**config.mk**
```make
export PLATFORM = sky130hd
export DESIGN_NAME = dcr_regbank
export DESIGN_NICKNAME = d
export VERILOG_FILES = /design/src/hdl/dcr_pkg.sv /design/src/hdl/dcr_regbank.sv /design/src/hdl/dcr_shadow_mem.sv
export SDC_FILE = /design/constraint.sdc
export NUM_CORES = 1
export LEC_CHECK = 0
export BUFFER_PORTS_ARGS = -buffer_cell sky130_fd_sc_hd__buf_2
export CORE_MARGIN = 3
export CORE_UTILIZATION = 40
export CTS_CLUSTER_DIAMETER = 100
export DETAILED_ROUTE_END_ITERATION = 12
export SYNTH_ARGS = -nofsm -noshare
export SYNTH_HDL_FRONTEND = slang
export SYNTH_HIERARCHICAL = 1
export SYNTH_SLANG_ARGS = --single-unit
```
**constraint.sdc**
```tcl
create_clock -name clk_in -period 4.9 [get_ports clk_in]
set_input_delay 0.245 -clock clk_in [delete_from_list [all_inputs] [get_ports clk_in]]
set_output_delay 0.245 -clock clk_in [all_outputs]
set_load 0.1 [all_outputs]
```
**src/hdl/dcr_pkg.sv**
```systemverilog
/*
 * Constants, types and helpers for the dual converter register bank.
 * Assumes a byte-wide serial control port with a 13-bit register address.
 */
package dcr_pkg;

    // ************************************************************
    // Register addresses
    // ************************************************************
    localparam logic [12:0] ADDR_PORT_SETUP   = 13'h0000;
    localparam logic [12:0] ADDR_PART_ID      = 13'h0001;
    localparam logic [12:0] ADDR_SPEED_GRADE  = 13'h0002;
    localparam logic [12:0] ADDR_CHAN_SEL     = 13'h0005;
    localparam logic [12:0] ADDR_XFER         = 13'h00ff;
    localparam logic [12:0] ADDR_SHADOW_LO    = 13'h0008;
    localparam logic [12:0] ADDR_SHADOW_HI    = 13'h0018;
    localparam logic [12:0] ADDR_SHADOW_EXTRA = 13'h0030;

    // ************************************************************
    // Field positions and reset values
    // ************************************************************
    localparam int          PS_LSB_HI        = 6;
    localparam int          PS_LSB_LO        = 1;
    localparam int          PS_SR_HI         = 5;
    localparam int          PS_SR_LO         = 2;
    localparam int          XFER_BIT         = 0;
    localparam logic [7:0]  PORT_SETUP_RESET = 8'h18;
    localparam logic [1:0]  CHAN_SEL_RESET   = 2'h3;
    localparam logic [1:0]  CHAN_A_ONLY      = 2'h1;
    localparam logic [1:0]  CHAN_B_ONLY      = 2'h2;
    localparam logic [1:0]  CHAN_BOTH        = 2'h3;
    localparam logic [1:0]  LEN_STREAM       = 2'h3;
    localparam logic [3:0]  INSTR_LAST_BIT   = 4'hf;
    localparam logic [2:0]  BYTE_LAST_BIT    = 3'h7;

    // ************************************************************
    // Shadowed bank: index 0..16 is 0x08..0x18, index 17 is 0x30
    // ************************************************************
    localparam int          SHADOW_COUNT = 18;
    localparam logic [4:0]  IDX_EXTRA    = 5'h11;
    typedef logic [SHADOW_COUNT-1:0][7:0] dcr_bank_t;
    localparam dcr_bank_t   SHADOW_RESET = {8'h00, 8'hc0, 112'h0, 8'h01, 8'h80};
    localparam logic [SHADOW_COUNT-1:0] SHADOW_LOCAL = 18'h00021;

    // ************************************************************
    // Types
    // ************************************************************
    typedef enum logic [1:0] {
        ST_IDLE  = 2'b00,
        ST_INSTR = 2'b01,
        ST_DATA  = 2'b11,
        ST_DONE  = 2'b10
    } dcr_state_e;

    typedef struct packed {
        logic        rd;
        logic [1:0]  len;
        logic [12:0] addr;
    } dcr_instr_s;

    typedef struct packed {
        logic [1:0]  en;
        logic [4:0]  idx;
        logic [7:0]  data;
    } dcr_wr_s;

    // ************************************************************
    // Helpers
    // ************************************************************
    function automatic logic [5:0] dcr_shadow_map(input logic [12:0] addr);
        if (addr >= ADDR_SHADOW_LO && addr <= ADDR_SHADOW_HI) begin
            return {1'b1, 5'(addr - ADDR_SHADOW_LO)};
        end else if (addr == ADDR_SHADOW_EXTRA) begin
            return {1'b1, IDX_EXTRA};
        end
        return 6'h00;
    endfunction : dcr_shadow_map

    function automatic logic [7:0] dcr_rev8(input logic [7:0] v);
        logic [7:0] r;
        r = 8'h00;
        for (int i = 0; i < 8; i++) begin
            r[i] = v[7-i];
        end
        return r;
    endfunction : dcr_rev8

endpackage : dcr_pkg

```
**src/hdl/dcr_regbank.sv**
```systemverilog
/*
 * Serial control port and register bank of a dual channel converter.
 * Assumes serial pins are synchronous to clk_in and the serial clock
 * half period spans at least three system clocks.
 */
// Notes on behaviour
// - Addresses 0x08 to 0x18 and 0x30 are shadows; writes alone change nothing.
// - Writing 0x01 to 0xFF copies all shadows to active registers together.
// - The transfer bit clears itself once the copy is done.
// - Local registers have one copy per channel, chosen by 0x05 bits 0 and 1.
// - With both channel bits set, a local write reaches both copies.
// - Reads with both channel bits set return the channel A copy.
// - Global registers and bits ignore the channel select bits.
// - Port setup mirrors bit order at 6/1, soft reset at 5/2, bits 4,3 one.
// - A frame starts with a 16-bit instruction: read flag, length, address.
// - Serial data shifts most significant bit first until bit order changes.
// - Reset loads the registers with their default values.
`timescale 1ns/100ps
`default_nettype none

module dcr_regbank
    import dcr_pkg::*;
#(
    parameter logic [7:0]              ID_CODE     = 8'h5a,  // Arbitrary identity value
    parameter logic [1:0]              SPEED_GRADE = 2'h0,   // Grade field value
    parameter logic [SHADOW_COUNT-1:0] LOCAL_MASK  = SHADOW_LOCAL
)
(
    input  wire logic clk_in,        // System clock, 25 MHz
    input  wire logic reset_n_in,    // Async reset, active low
    input  wire logic sclk_in,       // Serial clock
    input  wire logic csb_in,        // Chip select, active low
    input  wire logic sdio_in,       // Serial data pin level
    output logic      sdio_out,      // Serial data drive value
    output logic      sdio_oe_out,   // Serial data drive enable
    output dcr_bank_t active_a_out,  // Active bank, channel A
    output dcr_bank_t active_b_out   // Active bank, channel B
);

    // ************************************************************
    // State
    // ************************************************************
    dcr_state_e state;
    dcr_state_e next_state;
    logic [3:0]  bit_cnt;
    logic [3:0]  next_bit_cnt;
    logic [15:0] shift_in;
    logic [15:0] next_shift;
    dcr_instr_s  instr;
    dcr_instr_s  next_instr;
    logic [12:0] addr;
    logic [12:0] next_addr;
    logic [1:0]  byte_cnt;
    logic [1:0]  next_byte_cnt;
    logic [7:0]  tx_byte;
    logic [7:0]  next_tx;
    logic        next_sdio;
    logic        next_oe;
    logic        lsb_first;
    logic        next_lsb;
    logic        soft_reset;
    logic        next_soft;
    logic [1:0]  chan_sel;
    logic [1:0]  next_chan;
    logic        xfer;
    logic        next_xfer;
    logic        sclk_q;

    logic        rise;
    logic        fall;
    logic [15:0] shifted;
    logic [15:0] word;
    logic        wr_now;
    logic [7:0]  wr_byte;
    dcr_wr_s     mem_wr;
    logic [5:0]  map;
    logic        map_hit;
    logic        map_local;
    logic        rd_chan_b;
    logic [7:0]  mem_rd_data;
    logic [7:0]  port_rd;
    logic [7:0]  rd_value;
    logic [7:0]  rd_ordered;

    assign rise      = sclk_in & ~sclk_q;
    assign fall      = ~sclk_in & sclk_q;
    assign shifted   = {shift_in[14:0], sdio_in};
    assign word      = lsb_first ? {dcr_rev8(shifted[7:0]), dcr_rev8(shifted[15:8])} : shifted;
    assign map       = dcr_shadow_map(addr);
    assign map_hit   = map[5];
    assign map_local = map_hit && LOCAL_MASK[map[4:0]];

    // ************************************************************
    // Read path
    // ************************************************************
    assign port_rd   = {1'b0, lsb_first, soft_reset, 2'b11, soft_reset, lsb_first, 1'b0};
    assign rd_chan_b = map_local && (chan_sel == CHAN_B_ONLY);

    always_comb begin
        rd_value = 8'h00;
        if (map_hit) begin
            rd_value = mem_rd_data;
        end else if (addr == ADDR_PORT_SETUP) begin
            rd_value = port_rd;
        end else if (addr == ADDR_PART_ID) begin
            rd_value = ID_CODE;
        end else if (addr == ADDR_SPEED_GRADE) begin
            rd_value = {2'b00, SPEED_GRADE, 4'h0};
        end else if (addr == ADDR_CHAN_SEL) begin
            rd_value = {6'h00, chan_sel};
        end else if (addr == ADDR_XFER) begin
            rd_value = {7'h00, xfer};
        end
    end

    assign rd_ordered = lsb_first ? dcr_rev8(rd_value) : rd_value;

    // ************************************************************
    // Frame sequencing and register writes
    // ************************************************************
    always_comb begin
        next_state    = state;
        next_bit_cnt  = bit_cnt;
        next_shift    = shift_in;
        next_instr    = instr;
        next_addr     = addr;
        next_byte_cnt = byte_cnt;
        next_tx       = tx_byte;
        next_sdio     = sdio_out;
        next_oe       = 1'b0;
        next_lsb      = lsb_first;
        next_soft     = 1'b0;
        next_chan     = chan_sel;
        next_xfer     = 1'b0;
        wr_now        = 1'b0;
        wr_byte       = 8'h00;
        mem_wr        = '0;
        if (csb_in) begin
            next_state    = ST_IDLE;
            next_bit_cnt  = 4'h0;
            next_byte_cnt = 2'h0;
        end else begin
            case (state)
                ST_IDLE, ST_INSTR: begin
                    if (rise) begin
                        next_shift = shifted;
                        if (bit_cnt == INSTR_LAST_BIT) begin
                            next_instr   = dcr_instr_s'(word);
                            next_addr    = word[12:0];
                            next_state   = ST_DATA;
                            next_bit_cnt = 4'h0;
                        end else begin
                            next_bit_cnt = bit_cnt + 4'h1;
                            next_state   = ST_INSTR;
                        end
                    end
                end
                ST_DATA: begin
                    next_oe = instr.rd;
                    if (rise) begin
                        next_shift = shifted;
                        if (bit_cnt[2:0] == BYTE_LAST_BIT) begin
                            next_bit_cnt  = 4'h0;
                            wr_now        = !instr.rd;
                            wr_byte       = lsb_first ? dcr_rev8(shifted[7:0]) : shifted[7:0];
                            next_addr     = lsb_first ? addr + 13'h0001 : addr - 13'h0001;
                            next_byte_cnt = byte_cnt + 2'h1;
                            if (instr.len != LEN_STREAM && byte_cnt == instr.len) begin
                                next_state = ST_DONE;
                            end
                        end else begin
                            next_bit_cnt = bit_cnt + 4'h1;
                        end
                    end else if (fall && instr.rd) begin
                        if (bit_cnt == 4'h0) begin
                            next_tx   = rd_ordered;
                            next_sdio = rd_ordered[7];
                        end else begin
                            next_sdio = tx_byte[3'h7 - bit_cnt[2:0]];
                        end
                    end
                end
                default: begin
                end
            endcase
        end
        if (wr_now) begin
            if (map_hit) begin
                mem_wr.idx  = map[4:0];
                mem_wr.data = wr_byte;
                mem_wr.en   = map_local ? chan_sel : CHAN_BOTH;
            end else if (addr == ADDR_PORT_SETUP) begin
                next_lsb  = wr_byte[PS_LSB_HI] | wr_byte[PS_LSB_LO];
                next_soft = wr_byte[PS_SR_HI] | wr_byte[PS_SR_LO];
            end else if (addr == ADDR_CHAN_SEL) begin
                next_chan = wr_byte[1:0];
            end else if (addr == ADDR_XFER) begin
                next_xfer = wr_byte[XFER_BIT];
            end
        end
        if (soft_reset) begin
            next_lsb  = 1'b0;
            next_chan = CHAN_SEL_RESET;
            next_xfer = 1'b0;
        end
    end

    always_ff @(posedge clk_in or negedge reset_n_in) begin
        if (!reset_n_in) begin
            state       <= ST_IDLE;
            bit_cnt     <= 4'h0;
            shift_in    <= 16'h0000;
            instr       <= '0;
            addr        <= 13'h0000;
            byte_cnt    <= 2'h0;
            tx_byte     <= 8'h00;
            sdio_out    <= 1'b0;
            sdio_oe_out <= 1'b0;
            lsb_first   <= PORT_SETUP_RESET[PS_LSB_HI];
            soft_reset  <= PORT_SETUP_RESET[PS_SR_HI];
            chan_sel    <= CHAN_SEL_RESET;
            xfer        <= 1'b0;
            sclk_q      <= 1'b0;
        end else begin
            state       <= next_state;
            bit_cnt     <= next_bit_cnt;
            shift_in    <= next_shift;
            instr       <= next_instr;
            addr        <= next_addr;
            byte_cnt    <= next_byte_cnt;
            tx_byte     <= next_tx;
            sdio_out    <= next_sdio;
            sdio_oe_out <= next_oe;
            lsb_first   <= next_lsb;
            soft_reset  <= next_soft;
            chan_sel    <= next_chan;
            xfer        <= next_xfer;
            sclk_q      <= sclk_in;
        end
    end

    // ************************************************************
    // Shadowed bank
    // ************************************************************
    dcr_shadow_mem u_mem (
        .clk_in       (clk_in),
        .reset_n_in   (reset_n_in),
        .init_in      (soft_reset),
        .wr_in        (mem_wr),
        .rd_idx_in    (map[4:0]),
        .rd_chan_b_in (rd_chan_b),
        .xfer_in      (xfer),
        .rd_data_out  (mem_rd_data),
        .active_a_out (active_a_out),
        .active_b_out (active_b_out)
    );
endmodule : dcr_regbank

`default_nettype wire

```
**src/hdl/dcr_shadow_mem.sv**
```systemverilog
/*
 * Shadow and active copies of the shadowed bank for channels A and B.
 * Assumes the caller gives channel write enables and a transfer strobe.
 */
`timescale 1ns/100ps
`default_nettype none

module dcr_shadow_mem
    import dcr_pkg::*;
(
    input  wire logic      clk_in,        // System clock
    input  wire logic      reset_n_in,    // Async reset, active low
    input  wire logic      init_in,       // Soft reset to defaults
    input  wire dcr_wr_s   wr_in,         // Shadow write request
    input  wire logic [4:0] rd_idx_in,    // Read index
    input  wire logic      rd_chan_b_in,  // Read channel B copy
    input  wire logic      xfer_in,       // Copy shadow to active
    output logic [7:0]     rd_data_out,   // Registered read data
    output dcr_bank_t      active_a_out,  // Active bank, channel A
    output dcr_bank_t      active_b_out   // Active bank, channel B
);

    // ************************************************************
    // Storage
    // ************************************************************
    dcr_bank_t  shadow_a;
    dcr_bank_t  shadow_b;
    dcr_bank_t  next_shadow_a;
    dcr_bank_t  next_shadow_b;
    dcr_bank_t  next_active_a;
    dcr_bank_t  next_active_b;
    logic [7:0] next_rd_data;

    always_comb begin
        next_shadow_a = shadow_a;
        next_shadow_b = shadow_b;
        next_active_a = active_a_out;
        next_active_b = active_b_out;
        if (init_in) begin
            next_shadow_a = SHADOW_RESET;
            next_shadow_b = SHADOW_RESET;
            next_active_a = SHADOW_RESET;
            next_active_b = SHADOW_RESET;
        end else begin
            if (wr_in.en[0]) begin
                next_shadow_a[wr_in.idx] = wr_in.data;
            end
            if (wr_in.en[1]) begin
                next_shadow_b[wr_in.idx] = wr_in.data;
            end
            if (xfer_in) begin
                next_active_a = shadow_a;
                next_active_b = shadow_b;
            end
        end
        next_rd_data = 8'h00;
        if (rd_idx_in <= IDX_EXTRA) begin
            next_rd_data = rd_chan_b_in ? shadow_b[rd_idx_in] : shadow_a[rd_idx_in];
        end
    end

    always_ff @(posedge clk_in or negedge reset_n_in) begin
        if (!reset_n_in) begin
            shadow_a     <= SHADOW_RESET;
            shadow_b     <= SHADOW_RESET;
            active_a_out <= SHADOW_RESET;
            active_b_out <= SHADOW_RESET;
            rd_data_out  <= 8'h00;
        end else begin
            shadow_a     <= next_shadow_a;
            shadow_b     <= next_shadow_b;
            active_a_out <= next_active_a;
            active_b_out <= next_active_b;
            rd_data_out  <= next_rd_data;
        end
    end
endmodule : dcr_shadow_mem

`default_nettype wire

```
==> out/metrics.cfg <==
[synth]
yosys_warnings=6
synth_fp_nets=2786
synthTopCellsByCount=dfrtp_1, nor2_1, mux2i_1
postSynthCellCount=2770
ys_types=82
synthesis.area_mm2=0.0298
synthArstFlopShare_pct=100
synth_edf_count=0
synth_top_area_share_pct=52.1
synthTopCellsByArea=dfrtp_1, mux2i_1, nor2_1
syn_area_per_cell_um2=10.8
synth-seq-cells=639
synth_most_common_cell=dfrtp_1
yosysSeqAreaShare_pct=53.6
yosys.area.top_type=dfrtp_1
synthFlopType=dfrtp_1

[global_routing]
antenna_found_initial=0
gr-total-overflow=0
grt_usage_pct=24.2
grt_pass1_wl_um=145000
grt_start_max_net_pins=218
grt_pass1_vias=22684

[placed_design]
dp_hpwl_um=65800
place_ws_ns=0.537
placed_area_mm2=0.0323
dp_cells=3879
io_buffer_count=294
gp_congestion=0.868

[setup_path]
crit_fanout=12
cp-end-kind=flop
critical_path_class=reg2reg
critPathLaunchType=flop
cp.required_ns=5.38
worstPathArrival_ns=4.89

[routing]
ant_nets=0
drtIter0Drc=2190
firstDrtPassIters=6
routed_wl_um=95700
viasPerCell=5.69
detail_route.wl_per_cell_um=23.9
drc=0
vias=22818

[power_and_ir_drop]
irDropWorstVdd_uv=190
finalPower_uw=11100
p_leak_uw=0.0171
powerDensity_mw_per_mm2=319

[die]
dieArea_mm2=0.0779
die_w_um=279
rows=99
ios=295
core-area_mm2=0.0735
dieHeight_um=279
initial_core_util_pct=40.6

[timing]
fin_ws_ns=0.496
skew_ns=0.0276
finalCritPeriodShare_pct=89.9
rsz0062_at_grt=false
setup_viol=0
relSlewSlack_pct=11.2
slew_violations=0
fin_tns_setup_ns=0
fmax_mhz=227
hold_violations=0
worst_pin_slew_ns=1.33
fin_crit_ns=4.40

[clock_tree]
cts_resized=0
clock_latency_ns=0.62
clk_pin_slew_ns=0.06
cts_tree=built
h-tree-depth=3
post_cts_buffers=0
cts_buffers=71
cts_num_sinks=639
cts-root-buf=clkbuf_16
cts_hold_buf=4
cts_buffer_depth=3

[layout]
multi_input_area_mm2=0.0129
fill_cells=6728
antenna_cells=0
stdcell_count=4010
stdcell_area_mm2=0.0348
final-seq-area_mm2=0.0160
layout.nets=3013
drive_above_1_share_pct=19.7
area_delta_synth_final_pct=16.7

[job]
drv_cap=0

[worst_hold_path]
worst_hold_path_type=in2async

[run_status]
status=completed

-- final timing paths --
| path | depth (start not counted) | endpoint | from | slack (ns) |
|---|---|---|---|---|
| worst max-delay path | 12 | u_mem/rd_data_out[0]$_DFF_PN0_ | addr[0]$_DFFE_PN0P_ | 0.50 |
| worst min-delay path | 2 | u_mem/active_b_out[126]$_DFFE_PN0P_ | reset_n_in | 0.30 |
| worst max register to register | 12 | u_mem/rd_data_out[0]$_DFF_PN0_ | addr[0]$_DFFE_PN0P_ | 0.50 |
| worst min register to register | 1 | tx_byte[4]$_DFFE_PN0P_ | tx_byte[4]$_DFFE_PN0P_ | 0.49 |
| max in group asynchronous | 3 | u_mem/active_a_out[102]$_DFFE_PN0P_ | reset_n_in | 3.23 |
| min in group clk_in | 2 | sclk_q$_DFF_PN0_ | sclk_in | 0.36 |
-- area by class of cell --
class,instances,area share [%]
well taps,959,3.45
multi-input cells,1898,37.0
clock inverters,24,1.04
inverters,15,0.162
repair buffers,372,6.40
flip-flops and latches,639,46.0
clock buffers,103,6.00
-- per-stage QoR --
stage	utilization [%]	hold WS, ns
after CTS	47.4	0.325
final	47.4	0.302
after floorplan	-	-0.0506
after global routing	47.4	0.361
after global placement	44.0	0.373
after detailed placement	44.0	0.381
-- critical path: stages, from the launching register on --
cell and delay, ns:
dfrtp_1 0.49, inv_1 0.25, ha_1 0.30, nand2b_1 0.16, a21oi_1 0.30, nand4b_4 0.27, o21ai_4 0.68, buf_4 0.38
mux2i_1 0.47, o22ai_1 0.16, a311o_1 0.29, a211oi_1 0.43, a311oi_1 0.08
-- logic make-up (layout without fill, tap and decap cells) --
logic type                 after synthesis  in the layout  synth area share, %
xor gates and xnor gates                 4              4                0.117
buffers and inverters                  233            514                 3.59
AOI/OAI and AO/OA                      427            427                 8.35
and+or+nand+nor                        900            900                 12.8
muxes                                  556            556                 21.0
DFF                                    639            639                 53.6
adders and majority gates               11             11                0.461
-- registers in the layout, summed over array words and instances (netlist names), 2 cells and up --
| name | count |
|---|---|
| bit_cnt | 4 |
| u_mem/shadow_a | 144 |
| byte_cnt | 2 |
| tx_byte | 8 |
| chan_sel | 2 |
| state | 2 |
| u_mem/active_a_out | 144 |
| u_mem/rd_data_out | 8 |
| instr | 3 |
| addr | 13 |
| u_mem/shadow_b | 144 |
| u_mem/active_b_out | 144 |
| shift_in | 15 |
-- cells in the final DEF, fill, tap and decap left out, types with 47 or more instances in the layout --
cell type and n:
buf_4 62, o21ai_0 132, mux2i_1 488, mux4_2 47, nand2_1 238, dfrtp_1 619, a21oi_1 162, buf_2 293
nor2_1 506, clkbuf_16 73
-- power breakdown --
| part | switching (µW) | internal (µW) | total (µW) |
|---|---|---|---|
| sequential | 37.5 | 5300 | 5340 |
| combinational | 158 | 43.3 | 202 |
| clock | 2230 | 3360 | 5580 |
| total | 2420 | 8700 | 11100 |
-- per-layer routing --
layer	GRT usage (%)	share of wire, %	vias to the layer above
met5	0	0	-
met4	7.33	2.4	0
met3	5.03	7.3	146
met2	37.7	47	914
met1	34.1	44	11675
li1	-	-	10083
(Power assumes the default switching activity.)
